### src/rtl/gpt_pkg.sv
package gpt_pkg;

  // Register indices; byte address is four times the index
  localparam logic [9:0] IDX_COUNT = 10'h100;
  localparam logic [9:0] IDX_PERIOD = 10'h102;
  localparam logic [9:0] IDX_CONTROL = 10'h104;
  localparam logic [9:0] IDX_STATUS = 10'h106;
  localparam logic [9:0] IDX_MASK = 10'h107;
  localparam logic [9:0] IDX_OSC = 10'h108;

  // control_word fields
  localparam int unsigned CTL_ON = 15;
  localparam int unsigned CTL_IDLE_STOP = 13;
  localparam int unsigned CTL_GATE = 6;
  localparam int unsigned CTL_PS_HI = 5;
  localparam int unsigned CTL_PS_LO = 4;
  localparam int unsigned CTL_SYNC = 2;
  localparam int unsigned CTL_CS = 1;
  localparam logic [15:0] CONTROL_MASK = 16'hA076;

  // osc_control_word fields
  localparam int unsigned OSC_LP_EN = 1;
  localparam logic [15:0] OSC_MASK = 16'h0002;

  // Status and mask layout
  localparam int unsigned ST_W = 3;
  localparam int unsigned ST_MATCH = 0;
  localparam int unsigned ST_GATE = 1;
  localparam int unsigned ST_WAKE = 2;

  // Reset values
  localparam logic [15:0] COUNT_RESET = 16'h0000;
  localparam logic [15:0] PERIOD_RESET = 16'hFFFF;
  localparam logic [15:0] CONTROL_RESET = 16'h0000;
  localparam logic [15:0] OSC_RESET = 16'h0000;
  localparam logic [ST_W-1:0] STATUS_RESET = 3'h0;

  // Prescaler terminal counts for divide by 1, 8, 64, 256
  localparam logic [7:0] PS_LAST_1 = 8'h00;
  localparam logic [7:0] PS_LAST_8 = 8'h07;
  localparam logic [7:0] PS_LAST_64 = 8'h3F;
  localparam logic [7:0] PS_LAST_256 = 8'hFF;

  function automatic logic [7:0] prescale_last(input logic [1:0] sel);
    case (sel)
      2'h0: prescale_last = PS_LAST_1;
      2'h1: prescale_last = PS_LAST_8;
      2'h2: prescale_last = PS_LAST_64;
      default: prescale_last = PS_LAST_256;
    endcase
  endfunction

endpackage

### src/rtl/gpt_edge_detect.sv
`timescale 1ns/1ps
module gpt_edge_detect (
  // Clock and reset
  input wire logic i_clock,
  input wire logic i_rst_b,
  // Pin
  input wire logic i_pin,
  // Edges
  output logic o_level_sync,
  output logic o_rise_sync,
  output logic o_fall_sync,
  output logic o_rise_raw
);

  logic meta_q;
  logic sync_q;
  logic sync_dly_q;
  logic raw_q;
  logic raw_dly_q;

  // Two-flop path for the synchronised modes
  always_ff @(posedge i_clock) begin
    if (!i_rst_b) begin
      meta_q <= 1'b0;
      sync_q <= 1'b0;
      sync_dly_q <= 1'b0;
    end else begin
      meta_q <= i_pin;
      sync_q <= meta_q;
      sync_dly_q <= sync_q;
    end
  end

  // Single sample path: the pin is taken as clock synchronous
  always_ff @(posedge i_clock) begin
    if (!i_rst_b) begin
      raw_q <= 1'b0;
      raw_dly_q <= 1'b0;
    end else begin
      raw_q <= i_pin;
      raw_dly_q <= raw_q;
    end
  end

  assign o_level_sync = sync_q;
  assign o_rise_sync = sync_q & ~sync_dly_q;
  assign o_fall_sync = ~sync_q & sync_dly_q;
  assign o_rise_raw = raw_q & ~raw_dly_q;

endmodule // gpt_edge_detect

### src/rtl/gpt_prescaler.sv
`timescale 1ns/1ps
module gpt_prescaler
  import gpt_pkg::*;
(
  // Clock and reset
  input wire logic i_clock,
  input wire logic i_rst_b,
  // Control
  input wire logic i_enable,
  input wire logic i_clear,
  input wire logic [1:0] i_select,
  // Ticks
  input wire logic i_tick,
  output logic o_tick
);

  logic [7:0] div_q;
  logic at_last;

  assign at_last = (div_q == prescale_last(i_select));
  assign o_tick = i_enable & i_tick & at_last;

  // Halted while disabled, so a clear then has no effect
  always_ff @(posedge i_clock) begin
    if (!i_rst_b) begin
      div_q <= PS_LAST_1;
    end else if (i_enable) begin
      if (i_clear) begin
        div_q <= PS_LAST_1;
      end else if (i_tick) begin
        div_q <= at_last ? PS_LAST_1 : div_q + 8'h01;
      end
    end
  end
endmodule // gpt_prescaler

### src/rtl/gpt_timer.sv
// Behaviour
// - Internal mode counts cycles, wraps after period.
// - Idle freezes count when idle_stop set.
// - Sync counter counts synchronised external rising edges.
// - Async counter counts raw edges, idle stop.
// - Gated mode counts cycles while gate high.
// - Gate falling edge sets timer interrupt flag.
// - Prescaler divides by 1, 8, 64, 256.
// - Prescaler cleared on count write, disable, reset.
// - Disabled prescaler is halted, cannot clear.
// - Control write leaves the count unchanged.
// - Sleep counting only enabled, external, async.
// - Period match sets sticky flag, software clears.
// - clock_source_select picks internal or external clock.
// - RTC mode counts low-power oscillator edges.
// - lp_osc_enable blocks normal modes, wakes on carry.
// - RTC runs through sleep with oscillator active (here only with external_sync_select clear).
//
// Chosen here: the Avalon-MM interface to the registers and the address map.
`timescale 1ns/1ps
module gpt_timer
  import gpt_pkg::*;
(
  // Clock and reset
  input wire logic i_clock,
  input wire logic i_rst_b,
  // Avalon-MM slave, byte addressed
  input wire logic [11:0] i_avs_address,
  input wire logic i_avs_read,
  input wire logic i_avs_write,
  input wire logic [31:0] i_avs_writedata,
  input wire logic [3:0] i_avs_byteenable,
  output logic [31:0] o_avs_readdata,
  output logic o_avs_waitrequest,
  // External inputs
  input wire logic i_gate_clock_pin,
  input wire logic i_lp_osc_clock,
  // CPU power state
  input wire logic i_cpu_idle,
  input wire logic i_cpu_sleep,
  // Events
  output logic o_irq,
  output logic o_wake_event
);

  function automatic logic [15:0] merge16(
    input logic [15:0] old_v,
    input logic [31:0] wdata,
    input logic [3:0] be
  );
    merge16 = old_v;
    if (be[0]) begin
      merge16[7:0] = wdata[7:0];
    end
    if (be[1]) begin
      merge16[15:8] = wdata[15:8];
    end
  endfunction

  logic [15:0] count_value_q;
  logic [15:0] period_value_q;
  logic [15:0] control_word_q;
  logic [15:0] osc_control_word_q;
  logic [ST_W-1:0] status_q;
  logic [ST_W-1:0] mask_q;
  logic ack_q;
  logic [31:0] readdata_q;
  logic wake_q;

  // Bus decode
  logic [9:0] bus_index;
  logic access_fire;
  logic wr_fire;
  logic wr_count;
  logic wr_period;
  logic wr_control;
  logic wr_status;
  logic wr_mask;
  logic wr_osc;
  logic [15:0] control_next;

  assign bus_index = i_avs_address[11:2];
  assign access_fire = (i_avs_read | i_avs_write) & ack_q;
  assign wr_fire = i_avs_write & ack_q;
  assign wr_count = wr_fire & (bus_index == IDX_COUNT);
  assign wr_period = wr_fire & (bus_index == IDX_PERIOD);
  assign wr_control = wr_fire & (bus_index == IDX_CONTROL);
  assign wr_status = wr_fire & (bus_index == IDX_STATUS);
  assign wr_mask = wr_fire & (bus_index == IDX_MASK);
  assign wr_osc = wr_fire & (bus_index == IDX_OSC);
  assign control_next =
    merge16(control_word_q, i_avs_writedata, i_avs_byteenable) & CONTROL_MASK;

  // Control fields
  logic count_enable;
  logic idle_stop;
  logic gate_accumulate_enable;
  logic [1:0] prescale_select;
  logic external_sync_select;
  logic clock_source_select;
  logic lp_osc_enable;

  assign count_enable = control_word_q[CTL_ON];
  assign idle_stop = control_word_q[CTL_IDLE_STOP];
  assign gate_accumulate_enable = control_word_q[CTL_GATE];
  assign prescale_select = control_word_q[CTL_PS_HI:CTL_PS_LO];
  assign external_sync_select = control_word_q[CTL_SYNC];
  assign clock_source_select = control_word_q[CTL_CS];
  assign lp_osc_enable = osc_control_word_q[OSC_LP_EN];

  // Input edges
  logic pin_level;
  logic pin_rise_sync;
  logic pin_fall;
  logic pin_rise_raw;
  logic lp_rise;

  gpt_edge_detect u_pin_edge (
    .i_clock(i_clock),
    .i_rst_b(i_rst_b),
    .i_pin(i_gate_clock_pin),
    .o_level_sync(pin_level),
    .o_rise_sync(pin_rise_sync),
    .o_fall_sync(pin_fall),
    .o_rise_raw(pin_rise_raw)
  );

  gpt_edge_detect u_lp_edge (
    .i_clock(i_clock),
    .i_rst_b(i_rst_b),
    .i_pin(i_lp_osc_clock),
    .o_level_sync(),
    .o_rise_sync(),
    .o_fall_sync(),
    .o_rise_raw(lp_rise)
  );

  // Clock source and run qualification
  logic gated_mode;
  logic async_ext;
  logic src_tick;
  logic run_ok;
  logic pre_tick;
  logic match;
  logic ps_clear;

  assign gated_mode = count_enable & gate_accumulate_enable &
                      ~clock_source_select & ~lp_osc_enable;
  assign async_ext = clock_source_select & ~external_sync_select;

  always_comb begin
    src_tick = 1'b0;
    if (clock_source_select) begin
      if (lp_osc_enable) begin
        src_tick = lp_rise;
      end else if (external_sync_select) begin
        src_tick = pin_rise_sync;
      end else begin
        src_tick = pin_rise_raw;
      end
    end else if (!lp_osc_enable) begin
      // Every clock is one instruction cycle
      src_tick = gate_accumulate_enable ? pin_level : 1'b1;
    end
  end

  // Sleep keeps only the asynchronous external path alive
  assign run_ok = count_enable &
                  ~(i_cpu_idle & idle_stop) &
                  ~(i_cpu_sleep & ~async_ext);

  // Only an enabled prescaler can be cleared
  assign ps_clear = (wr_count & count_enable) |
                    (wr_control & count_enable & ~control_next[CTL_ON]);

  gpt_prescaler u_prescaler (
    .i_clock(i_clock),
    .i_rst_b(i_rst_b),
    .i_enable(count_enable),
    .i_clear(ps_clear),
    .i_select(prescale_select),
    .i_tick(src_tick & run_ok),
    .o_tick(pre_tick)
  );

  assign match = pre_tick & (count_value_q == period_value_q);

  // Count register: of the bus writes only its own changes it; match and pre_tick also change it
  always_ff @(posedge i_clock) begin
    if (!i_rst_b) begin
      count_value_q <= COUNT_RESET;
    end else if (wr_count) begin
      count_value_q <= merge16(count_value_q, i_avs_writedata, i_avs_byteenable);
    end else if (match) begin
      count_value_q <= COUNT_RESET;
    end else if (pre_tick) begin
      count_value_q <= count_value_q + 16'h0001;
    end
  end

  always_ff @(posedge i_clock) begin
    if (!i_rst_b) begin
      period_value_q <= PERIOD_RESET;
    end else if (wr_period) begin
      period_value_q <= merge16(period_value_q, i_avs_writedata, i_avs_byteenable);
    end
  end

  always_ff @(posedge i_clock) begin
    if (!i_rst_b) begin
      control_word_q <= CONTROL_RESET;
    end else if (wr_control) begin
      control_word_q <= control_next;
    end
  end

  always_ff @(posedge i_clock) begin
    if (!i_rst_b) begin
      osc_control_word_q <= OSC_RESET;
    end else if (wr_osc) begin
      osc_control_word_q <=
        merge16(osc_control_word_q, i_avs_writedata, i_avs_byteenable) & OSC_MASK;
    end
  end

  // Sticky events; a new event beats a write-one clear
  logic [ST_W-1:0] event_set;
  logic [ST_W-1:0] status_clear;

  always_comb begin
    event_set = '0;
    event_set[ST_MATCH] = match;
    event_set[ST_GATE] = gated_mode & pin_fall;
    event_set[ST_WAKE] = match & lp_osc_enable;
    status_clear = '0;
    if (wr_status && i_avs_byteenable[0]) begin
      status_clear = i_avs_writedata[ST_W-1:0];
    end
  end

  always_ff @(posedge i_clock) begin
    if (!i_rst_b) begin
      status_q <= STATUS_RESET;
    end else begin
      status_q <= (status_q & ~status_clear) | event_set;
    end
  end

  always_ff @(posedge i_clock) begin
    if (!i_rst_b) begin
      mask_q <= STATUS_RESET;
    end else if (wr_mask && i_avs_byteenable[0]) begin
      mask_q <= i_avs_writedata[ST_W-1:0];
    end
  end

  // Wake pulse follows the carry-out by one cycle
  always_ff @(posedge i_clock) begin
    if (!i_rst_b) begin
      wake_q <= 1'b0;
    end else begin
      wake_q <= match & lp_osc_enable;
    end
  end

  assign o_irq = |(status_q & mask_q);
  assign o_wake_event = wake_q;

  // One wait cycle lets read data settle in a flop first
  always_ff @(posedge i_clock) begin
    if (!i_rst_b) begin
      ack_q <= 1'b0;
    end else begin
      ack_q <= (i_avs_read | i_avs_write) & ~ack_q;
    end
  end

  always_ff @(posedge i_clock) begin
    if (!i_rst_b) begin
      readdata_q <= '0;
    end else if (i_avs_read && !ack_q) begin
      case (bus_index)
        IDX_COUNT: readdata_q <= {16'h0000, count_value_q};
        IDX_PERIOD: readdata_q <= {16'h0000, period_value_q};
        IDX_CONTROL: readdata_q <= {16'h0000, control_word_q};
        IDX_STATUS: readdata_q <= {29'h0000000, status_q};
        IDX_MASK: readdata_q <= {29'h0000000, mask_q};
        IDX_OSC: readdata_q <= {16'h0000, osc_control_word_q};
        default: readdata_q <= '0;
      endcase
    end
  end

  assign o_avs_readdata = readdata_q;
  assign o_avs_waitrequest = (i_avs_read | i_avs_write) & ~ack_q;
endmodule // gpt_timer

### config.mk
export PLATFORM = sky130hd
export DESIGN_NAME = gpt_timer
export DESIGN_NICKNAME = d
export VERILOG_FILES = /design/src/rtl/gpt_pkg.sv /design/src/rtl/gpt_edge_detect.sv /design/src/rtl/gpt_prescaler.sv /design/src/rtl/gpt_timer.sv
export SDC_FILE = /design/constraint.sdc
export NUM_CORES = 1
export LEC_CHECK = 0
export BUFFER_PORTS_ARGS = -buffer_cell sky130_fd_sc_hd__buf_2
export CAP_MARGIN = 20
export CORE_ASPECT_RATIO = 0.6
export CORE_UTILIZATION = 45
export DETAILED_ROUTE_END_ITERATION = 7
export PLACE_DENSITY = 0.68
export SLEW_MARGIN = 10
export SYNTH_ARGS = -nofsm -noshare
export SYNTH_HDL_FRONTEND = slang
export SYNTH_SLANG_ARGS = --single-unit
### constraint.sdc
create_clock -name i_clock -period 2.17 [get_ports i_clock]
set_clock_uncertainty 0.05 [all_clocks]
set_input_delay 0.217 -clock i_clock [delete_from_list [all_inputs] [get_ports i_clock]]
set_output_delay 0.217 -clock i_clock [all_outputs]
set_load 0.1 [all_outputs]
After elaboration in Yosys (flattened, before gate mapping). Cells that the tools add are included.

Flip-flop bits (word level): 93. Bits of input ports: 56. Output and inout bits: 35.

Add/sub/neg operators: 2. Eq/ne operators: 12. Muxes and demuxes: 17. Bitwise logic cells: 46. Reductions and logical operators: 16.

Operator list (count): $pmux W16 S6 (1); $eq A10 B9 Y1 const B (6); $mux W16 (3); $mux W8 (6); $and A1 B1 Y1 (29); $pmux W8 S3 (1); $add A16 B1 Y16 const B (1); $eq A16 B16 Y1 (1); $reduce_and A2 Y1 (8); $not A1 Y1 (11); $add A8 B1 Y8 const B (1); $eq A8 B8 Y1 (1); $and A3 B3 Y3 (2); $mux W1 (5); $ne A2 B2 Y1 const B (2); $logic_and A1 B1 Y1 (3); $mux W3 (1); $not A3 Y3 (1); $or A3 B3 Y3 (1); $reduce_bool A3 Y1 (1); $reduce_or A3 Y1 (1); $eq A2 B1 Y1 const B (1); $eq A2 B2 Y1 const B (1); $logic_not A2 Y1 (1); 3 further kinds (4).

Depth between registers and ports, before layout. Gate-level depths: netlist of the first run.

Depth after elaboration: 12. Gate-level depth with buffers: 9. Depth with buffers taken out: 7.

By module. Synthesis of the first run repeated with hierarchy kept, for this count alone.

Cells, all modules: 519. Area total of the unflattened synthesis: 4265.3 µm².

Modules (own cells, without submodules): gpt_timer (times used 1, cells each 453, area an instance 3627.2 µm²); gpt_prescaler (times used 1, cells each 48, area an instance 437.9 µm²); gpt_edge_detect (times used 2, cells each 9, area an instance 100.1 µm²).

Least setup slack after synthesis of the first run. OpenSTA, ideal clock, no wires.

Path type: register -> register. From: register ack_q. To: register ack_q. Library setup time: 0.066 ns. Arrival time: 1.846 ns. Setup slack: 0.208 ns. Stages on the path, launching flop included: 3. Clock period less this slack: 1.962 ns. Path through: dfxtp_1 -> nor2_1 -> and2_1.

Cells in the longest elaborated chain, start to end: 2.

Ends and longest elaborated chain: start, declared (RTL line gpt_timer.sv:66) `logic ack_q;`; start signal, assigned (RTL line gpt_timer.sv:274) `ack_q <= (i_avs_read | i_avs_write) & ~ack_q;`; $not A1 Y1; $and A1 B1 Y1; via o_avs_waitrequest (RTL line gpt_timer.sv:34) `output logic o_avs_waitrequest,`.

The timed path passes the listed nets, and every way through them passes these cells. A chain may end at the register's enable or synchronous reset.

Worst setup path after layout of the first run.
From: register control_word_q[5]. To: register count_value_q[12].

Cells in the longest elaborated chain, start to end: 7. Elaborated cells on any way between the ends: 11. Classes of those cells: 3 x eq/ne; 3 x mux; 2 x bitwise; 3 x reduce/logical.

Ends and longest elaborated chain: start, declared (RTL line gpt_timer.sv:62) `logic [15:0] control_word_q;`; start signal, assigned (RTL line gpt_timer.sv:213) `control_word_q <= control_next;`; $eq A2 B2 Y1 (tied with other cells) (RTL line gpt_pkg.sv:45) `case (sel)`; $pmux W8 S3 (*) (RTL line gpt_pkg.sv:45); $eq A8 B8 Y1 (*) (RTL line gpt_prescaler.sv:20) `assign at_last = (div_q == prescale_last(i_select));`; $and A1 B1 Y1 (*) (RTL line gpt_prescaler.sv:21) `assign o_tick = i_enable & i_tick & at_last;`; $and A1 B1 Y1 (RTL line gpt_timer.sv:186) `assign match = pre_tick & (count_value_q == period_value_q);`; $reduce_bool A3 Y1 (no line) / $mux W16 (equally long branches); $reduce_and A2 Y1 (no line) / $mux W16 (equally long branches); end signal, assigned (RTL line gpt_timer.sv:193) `count_value_q <= merge16(count_value_q, i_avs_writedata, i_avs_byteenable);`; end signal, assigned (RTL line gpt_timer.sv:197) `count_value_q <= count_value_q + 16'h0001;`; end, declared (RTL line gpt_timer.sv:60) `logic [15:0] count_value_q;`.

Mark *: on every way between the ends. The rest lies on a longest branch, timed or not.

==> results of run 1 <==
[kinds of logic after synthesis]
| family | count (synthesis) | share of synthesized area |
|---|---|---|
| mux | 27 | 0.0616 |
| buf+inv | 58 | 0.0724 |
| fa+ha+maj | 2 | 0.00567 |
| simple gates | 217 | 0.262 |
| compound gates | 124 | 0.206 |
| flops | 77 | 0.350 |
| other cells | 1 | 0.000850 |
| xor+xnor | 21 | 0.0417 |
[area by class of cell]
class / count / share of cell area
tap: 130 / 0.0306
multi-input combinational: 407 / 0.496
clock buffer: 10 / 0.0450
timing repair buffer: 96 / 0.110
inverter: 10 / 0.00707
clock inverter: 6 / 0.0207
sequential: 77 / 0.291
[sequential cells by signal, summed over array words and instances (netlist names), 3 cells and up]
name and flops:
period_value_q 16, count_value_q 16, o_avs_readdata 16, status_q 3, control_word_q 7, mask_q 3, u_prescaler.div_q 8
[placed cells by master (no fill, tap or decap), types with 5 or more instances in the layout]
cell,n
nand2_1,65
nor2_1,23
and3_1,8
nor3_1,9
o21ai_0,27
nand4_1,11
nand3_1,22
conb_1,16
a221oi_2,6
xnor2_1,20
clkbuf_16,9
dfxtp_1,75
a21oi_1,23
nor2b_1,15
a22oi_1,11
and2_1,27
a22o_1,5
inv_1,10
a221oi_1,5
buf_4,42
mux2i_1,26
buf_2,54
o21ai_2,5
[report_power, final]
group / total [mW] / internal (mW) / leakage [nW] / switching [mW]
logic: 0.316 / 0.0701 / 1.23 / 0.246
clock network: 1.77 / 1.15 / 0.165 / 0.617
registers: 1.42 / 1.42 / 0.623 / 0.00366
[through the flow]
step	util	instance area, um2
after floorplan	-	4470
after CTS	0.566	5270
final	0.570	5310
after global routing	0.570	5310
after global placement	0.528	4920
after detailed placement	0.528	4920
[metal layers]
metal  GRT usage  vias up  wire length (um)  share of wire
li1            -     2012                 -              -
met1       0.358     1994              6000           0.47
met2       0.374      196              5280           0.42
met3      0.0879       18              1160          0.091
met4      0.0837        0               255          0.020
met5           0        -                 0              0
[synth_stat cells, types with 5 or more instances]
| library cell | instances |
|---|---|
| and3_1 | 9 |
| nor3_1 | 9 |
| mux2i_1 | 26 |
| nand3_1 | 24 |
| o21ai_0 | 28 |
| buf_2 | 9 |
| a221oi_1 | 6 |
| o21ai_2 | 5 |
| a22o_1 | 5 |
| a21oi_1 | 25 |
| nand2_1 | 65 |
| nor2_1 | 23 |
| a22oi_1 | 11 |
| nand4_1 | 11 |
| a221oi_2 | 5 |
| clkbuf_1 | 19 |
| buf_4 | 17 |
| inv_1 | 10 |
| dfxtp_1 | 77 |
| nor2b_1 | 15 |
| and2_1 | 27 |
| xnor2_1 | 20 |
[final timing paths]
check                        end         startpoint  slack, ns  depth (start not counted)
min reg2reg  u_lp_edge.raw_dly_q    u_lp_edge.raw_q       0.41                          1
max            count_value_q[12]  control_word_q[5]       0.09                          6
max reg2reg    count_value_q[12]  control_word_q[5]       0.09                          6
min            u_pin_edge.meta_q   i_gate_clock_pin       0.03                          2
[repair_timing]
item / in CTS / in global routing
resized for setup: 0 / 11
endpoints found under the hold margin: 0 / 0
hold buffers: 0 / 0
buffers inserted: 0 / 1
setup endpoints to repair: 0 / 13
==> impl_metrics.yaml, run 1 <==
outcome:
  run_status: "completed"
critical_path:
  maximum_single_stage_delay_on_the_critical_path_ns: 0.39
  setup.worst_path.class: "flip-flop to flip-flop"
  crit_chain: "a211o_1 > a22oi_2 > a21bo_2 > o31a_4 > a221oi_1 > nor3_1"
  nature_of_the_critical_path_endpoint: "flip-flop"
  crit_buf_inv: 0
  largest_fanout_on_the_critical_path: 7
  kind_of_start_point_of_the_critical_path: "flip-flop"
  crit_arrival_ns: 2.25
  slowest_stage: "o31a_4"
  worst_path_top_cell_family_by_delay: "compound AO/OA/AOI/OAI gates"
  cp.required_ns: 2.35
sta:
  max_freq_mhz: 481
  rsz0062_at_grt: "true"
  finalSetupViolCount: 0
  hold_viol_final: 0
  max_slew_margin: 0.654
  postLayoutSetupSlackWorst_ns: 0.0929
  tightestPinTransition_ns: 0.512
  fin_setup_tns_ns: 0
  report.final.slew_viol_count: 0
  final.hold.worst_slack_ns: 0.0309
  fin_crit_ns: 2.08
  fin_crit_sh: 0.957
yosys:
  ys_top_cells_by_area: "dfxtp_1, mux2i_1, nand2_1"
  syn-instance-count: 527
  synth_top_area_share: 0.350
  sequential_fraction_of_the_synthesis_area: 0.350
  synth_seq_cells: 77
  synth.avg_cell_area_um2: 8.37
  async_set_or_reset_flop_fraction_in_the_synthesized_netlist: 0
  netlist_area_um2: 4410
  synth_edf_count: 0
  ys_types: 70
  synth_flop_cell: "dfxtp_1"
  yosysWarnings: 0
  synth.largest_area_cell: "dfxtp_1"
route:
  remaining_drc_errors: 0
  wl_per_cell_um: 17.2
  route.antenna.remaining_nets: 0
  route.vias.total: 4220
  initial_detailed_routing_violation_count: 339
  detail_route.first_pass.iterations: 5
  detail_route.wirelength_um: 12700
  vias_cell: 5.73
place:
  gp_congestion: 0.952
  i_o_buffers: 54
  placed_cells_incl_taps: 719
  pre_cts_slack_ns: 0.0831
  dp_wirelength_um: 9460
layout:
  multi_input_area_um2: 2630
  sequential_cell_area_um2: 1540
  finalNetCount: 659
  fill_cell_count: 866
  fin_cells: 736
  drive_above_1_share: 0.244
  syn2layout_area_growth_pct: 20.4
  antenna-diode-count: 0
power_and_ir_drop:
  cellLeakagePower_nw: 2.02
  power.density_nw_per_um2: 661
  fin_total_pwr_mw: 3.51
  irDropWorstVdd_mv: 0.546
flow_run:
  maxCapViolations: 0
floorplan:
  initial_utilization: 0.473
  boundary_pins: 91
  placeableCoreArea_um2: 9320
  dieHeight_um: 78.7
  row_count: 27
  dieArea_um2: 10200
  chipWidth_um: 130
clock_tree:
  htree_levels: 3
  clk_latency_ns: 0.35
  clock_sink_count: 77
  cts_tree: "yes"
  path_clk_slew_ns: 0.06
  max-clock-path-buffers: 2
  clock_tree_root: "clkbuf_16"
  cts-buffers-inserted: 9
global_routing:
  grt_start_max_net_pins: 34
  first_global_vias: 3894
  grt_pass1_wl_um: 20100
  grt_use_total: 0.259
  grt_antenna_before_repair: 0
  grt_remaining_overflow: 0
min_path:
  timing.hold.worst.class: "input port to flip-flop"
No activity file was read; power rests on OpenSTA's default activity.
==> run 2: changes to the inputs <==
SYNTH_HIERARCHICAL = 1   (was unset)
==> run 2 against run 1 <==
Against the previous run: the flow now finishes with violations (design-rule violations, negative setup slack); sequential power is essentially flat; flip-flop and latch count is the same; clock-buffer cell count is the same; total power shrank 0.13%; critical endpoint is now count_value_q[10]; highest routed layer unchanged.
==> impl_metrics.yaml, run 2 <==
outcome:
  run_status: "finished, violations left"
  failed_checks: "design-rule violations, negative setup slack"
sta:
  max_freq_mhz: 362
  report.final.slew_viol_count: 0
  fin_crit_ns: 2.76
  postLayoutSetupSlackWorst_ns: -0.593
  tightestPinTransition_ns: 0.508
  max_slew_margin: 0.662
  hold_viol_final: 0
  final.hold.worst_slack_ns: 0.0362
  rsz0062_at_grt: "true"
  finalSetupViolCount: 19
  fin_crit_sh: 1.27
place:
  gp_congestion: 0.950
  post_dp_cell_area_um2: 5050
  pre_cts_slack_ns: -0.580
  i_o_buffers: 54
  placed_cells_incl_taps: 737
  dp_wirelength_um: 10100
layout:
  antenna-diode-count: 0
  postLayoutCellArea_um2: 5610
  drive_above_1_share: 0.321
  sequential_cell_area_um2: 1550
  most_frequent_standard_cell_in_the_layout_excluding_fill_and_tap_cells: "dfxtp_1"
  fill_cell_count: 736
  syn2layout_area_growth_pct: 32.7
  fin_cells: 758
  finalNetCount: 685
  most-common-layout-cells: "dfxtp_1, buf_4, nand2_1"
  multi_input_area_um2: 2580
yosys:
  yosysWarnings: 6
  netlist_area_um2: 4220
  synth.avg_cell_area_um2: 8.20
  syn-instance-count: 515
floorplan:
  placeableCoreArea_um2: 8820
  initial_utilization: 0.479
  dieArea_um2: 9790
  row_count: 26
  boundary_pins: 91
  chipWidth_um: 127
  dieHeight_um: 77.0
power_and_ir_drop:
  switchingPower_mw: 0.857
  power.density_nw_per_um2: 625
  cellLeakagePower_nw: 2.28
  power_frac_comb: 0.091
  power.share.sequential: 0.408
  irDropWorstVdd_mv: 0.379
  p_clk_frac: 0.501
  fin_total_pwr_mw: 3.51
  internal-power_mw: 2.65
  switching_share: 0.244
min_path:
  min_from: "i_gate_clock_pin"
  hold-path-endpoint: "u_pin_edge/raw_q"
  timing.hold.worst.class: "input port to flip-flop"
  holdPathStages: 2
clock_tree:
  clock_sink_count: 77
  clock_tree_root: "clkbuf_16"
  max-clock-path-buffers: 2
  clk_latency_ns: 0.34
  cts_tree: "yes"
  path_clk_slew_ns: 0.06
  cts-buffers-inserted: 9
  htree_levels: 3
route:
  detail_route.first_pass.iterations: 8
  wl_per_cell_um: 17.6
  detail_route.wirelength_um: 13400
  route.antenna.remaining_nets: 0
  remaining_drc_errors: 1
  route.vias.total: 4345
  initial_detailed_routing_violation_count: 434
  vias_cell: 5.73
critical_path:
  critPathMostFrequentCell: "nand2_1"
  slowest_stage: "or4b_4"
  worst-r2r-cell-count: 12
  cp.required_ns: 2.34
  rr_endpoint: "count_value_q[10]"
  kind_of_start_point_of_the_critical_path: "flip-flop"
  largest_fanout_on_the_critical_path: 8
  nature_of_the_critical_path_endpoint: "flip-flop"
  maximum_single_stage_delay_on_the_critical_path_ns: 0.50
  crit_buf_inv: 1
  worst_path_top_cell_family_by_delay: "compound AO/OA/AOI/OAI gates"
  setup.reg_to_reg.worst_slack_ns: -0.59
  crit_chain: "nor2b_4 > inv_1 > a222oi_1 > nand2_1 > a21oi_2 > nand2_2 > a2111oi_4 > nand2_1 > or4b_4 > o31a_4 > o2111ai_1 > o21ai_1"
  regToRegStartpoint: "u_lp_edge/raw_q"
  setup.worst_path.class: "flip-flop to flip-flop"
  cp.depth: 12
  worst_setup_path_startpoint: "u_lp_edge/raw_q"
  crit_arrival_ns: 2.93
global_routing:
  grt_start_max_net_pins: 34
  grt_remaining_overflow: 0
  first_global_vias: 3898
  grt_pass1_wl_um: 21000
  grt_use_total: 0.280
  grt_antenna_before_repair: 0
flow_run:
  maxCapViolations: 0
==> run 2: worst max-delay path by stage <==
stage                              endpoint  slack, ns
final                     count_value_q[10]      -0.59
after global routing      count_value_q[10]      -0.77
after CTS                 count_value_q[10]      -0.57
after detailed placement   count_value_q[6]      -0.58
after global placement    count_value_q[10]      -0.57
after floorplan            count_value_q[5]      -0.65
==> run 2: per-layer routing <==
metal  track usage  part of all wire  vias to the layer above
met4        0.0512             0.010                        0
met5             0                 0                        -
li1              -                 -                     2043
met3         0.114              0.14                       17
met1         0.403              0.46                     2034
met2         0.388              0.40                      251
==> run 2: cell type report <==
cell class	instances	area share
clock buffers	10	0.0426
clock inverters	6	0.0196
inverters	9	0.00603
multi-input cells	396	0.461
flip-flops and latches	77	0.276
well taps	126	0.0281
repair buffers	134	0.167
==> run 2: repair_timing <==
| action | 4_1_cts | 5_1_grt |
|---|---|---|
| resized for setup | 14 | 34 |
| setup buffers | 5 | 4 |
| setup endpoints to repair | 19 | 27 |
| pin swaps | 4 | 13 |
| hold buffers | 0 | 0 |
==> run 2: power by group through the flow <==
stage / sequential (mW) / clock (mW) / combinational (mW)
2_1_floorplan: 1.46 / 0 / 0.239
3_3_place_gp: 1.46 / 0 / 0.303
3_5_place_dp: 1.46 / 0 / 0.304
4_1_cts: 1.43 / 1.77 / 0.305
5_1_grt: 1.43 / 1.84 / 0.330
6_report: 1.43 / 1.76 / 0.319
==> run 2: worst reg2reg max path: cells and delay by family, from the launching register on <==
family / cells / cell delay, ns
AOI/OAI and AO/OA: 6 / 1.35
buffers and inverters: 1 / 0.04
DFF: 1 / 0.32
and+or+nand+nor: 5 / 0.90
==> run 2: through the flow <==
stage               setup TNS, ns  utilization
floorplan                   -9.94            -
global placement           -10.91        0.573
detailed placement         -11.94        0.573
CTS                         -8.38        0.620
global route               -12.41        0.636
finish                      -8.92        0.636
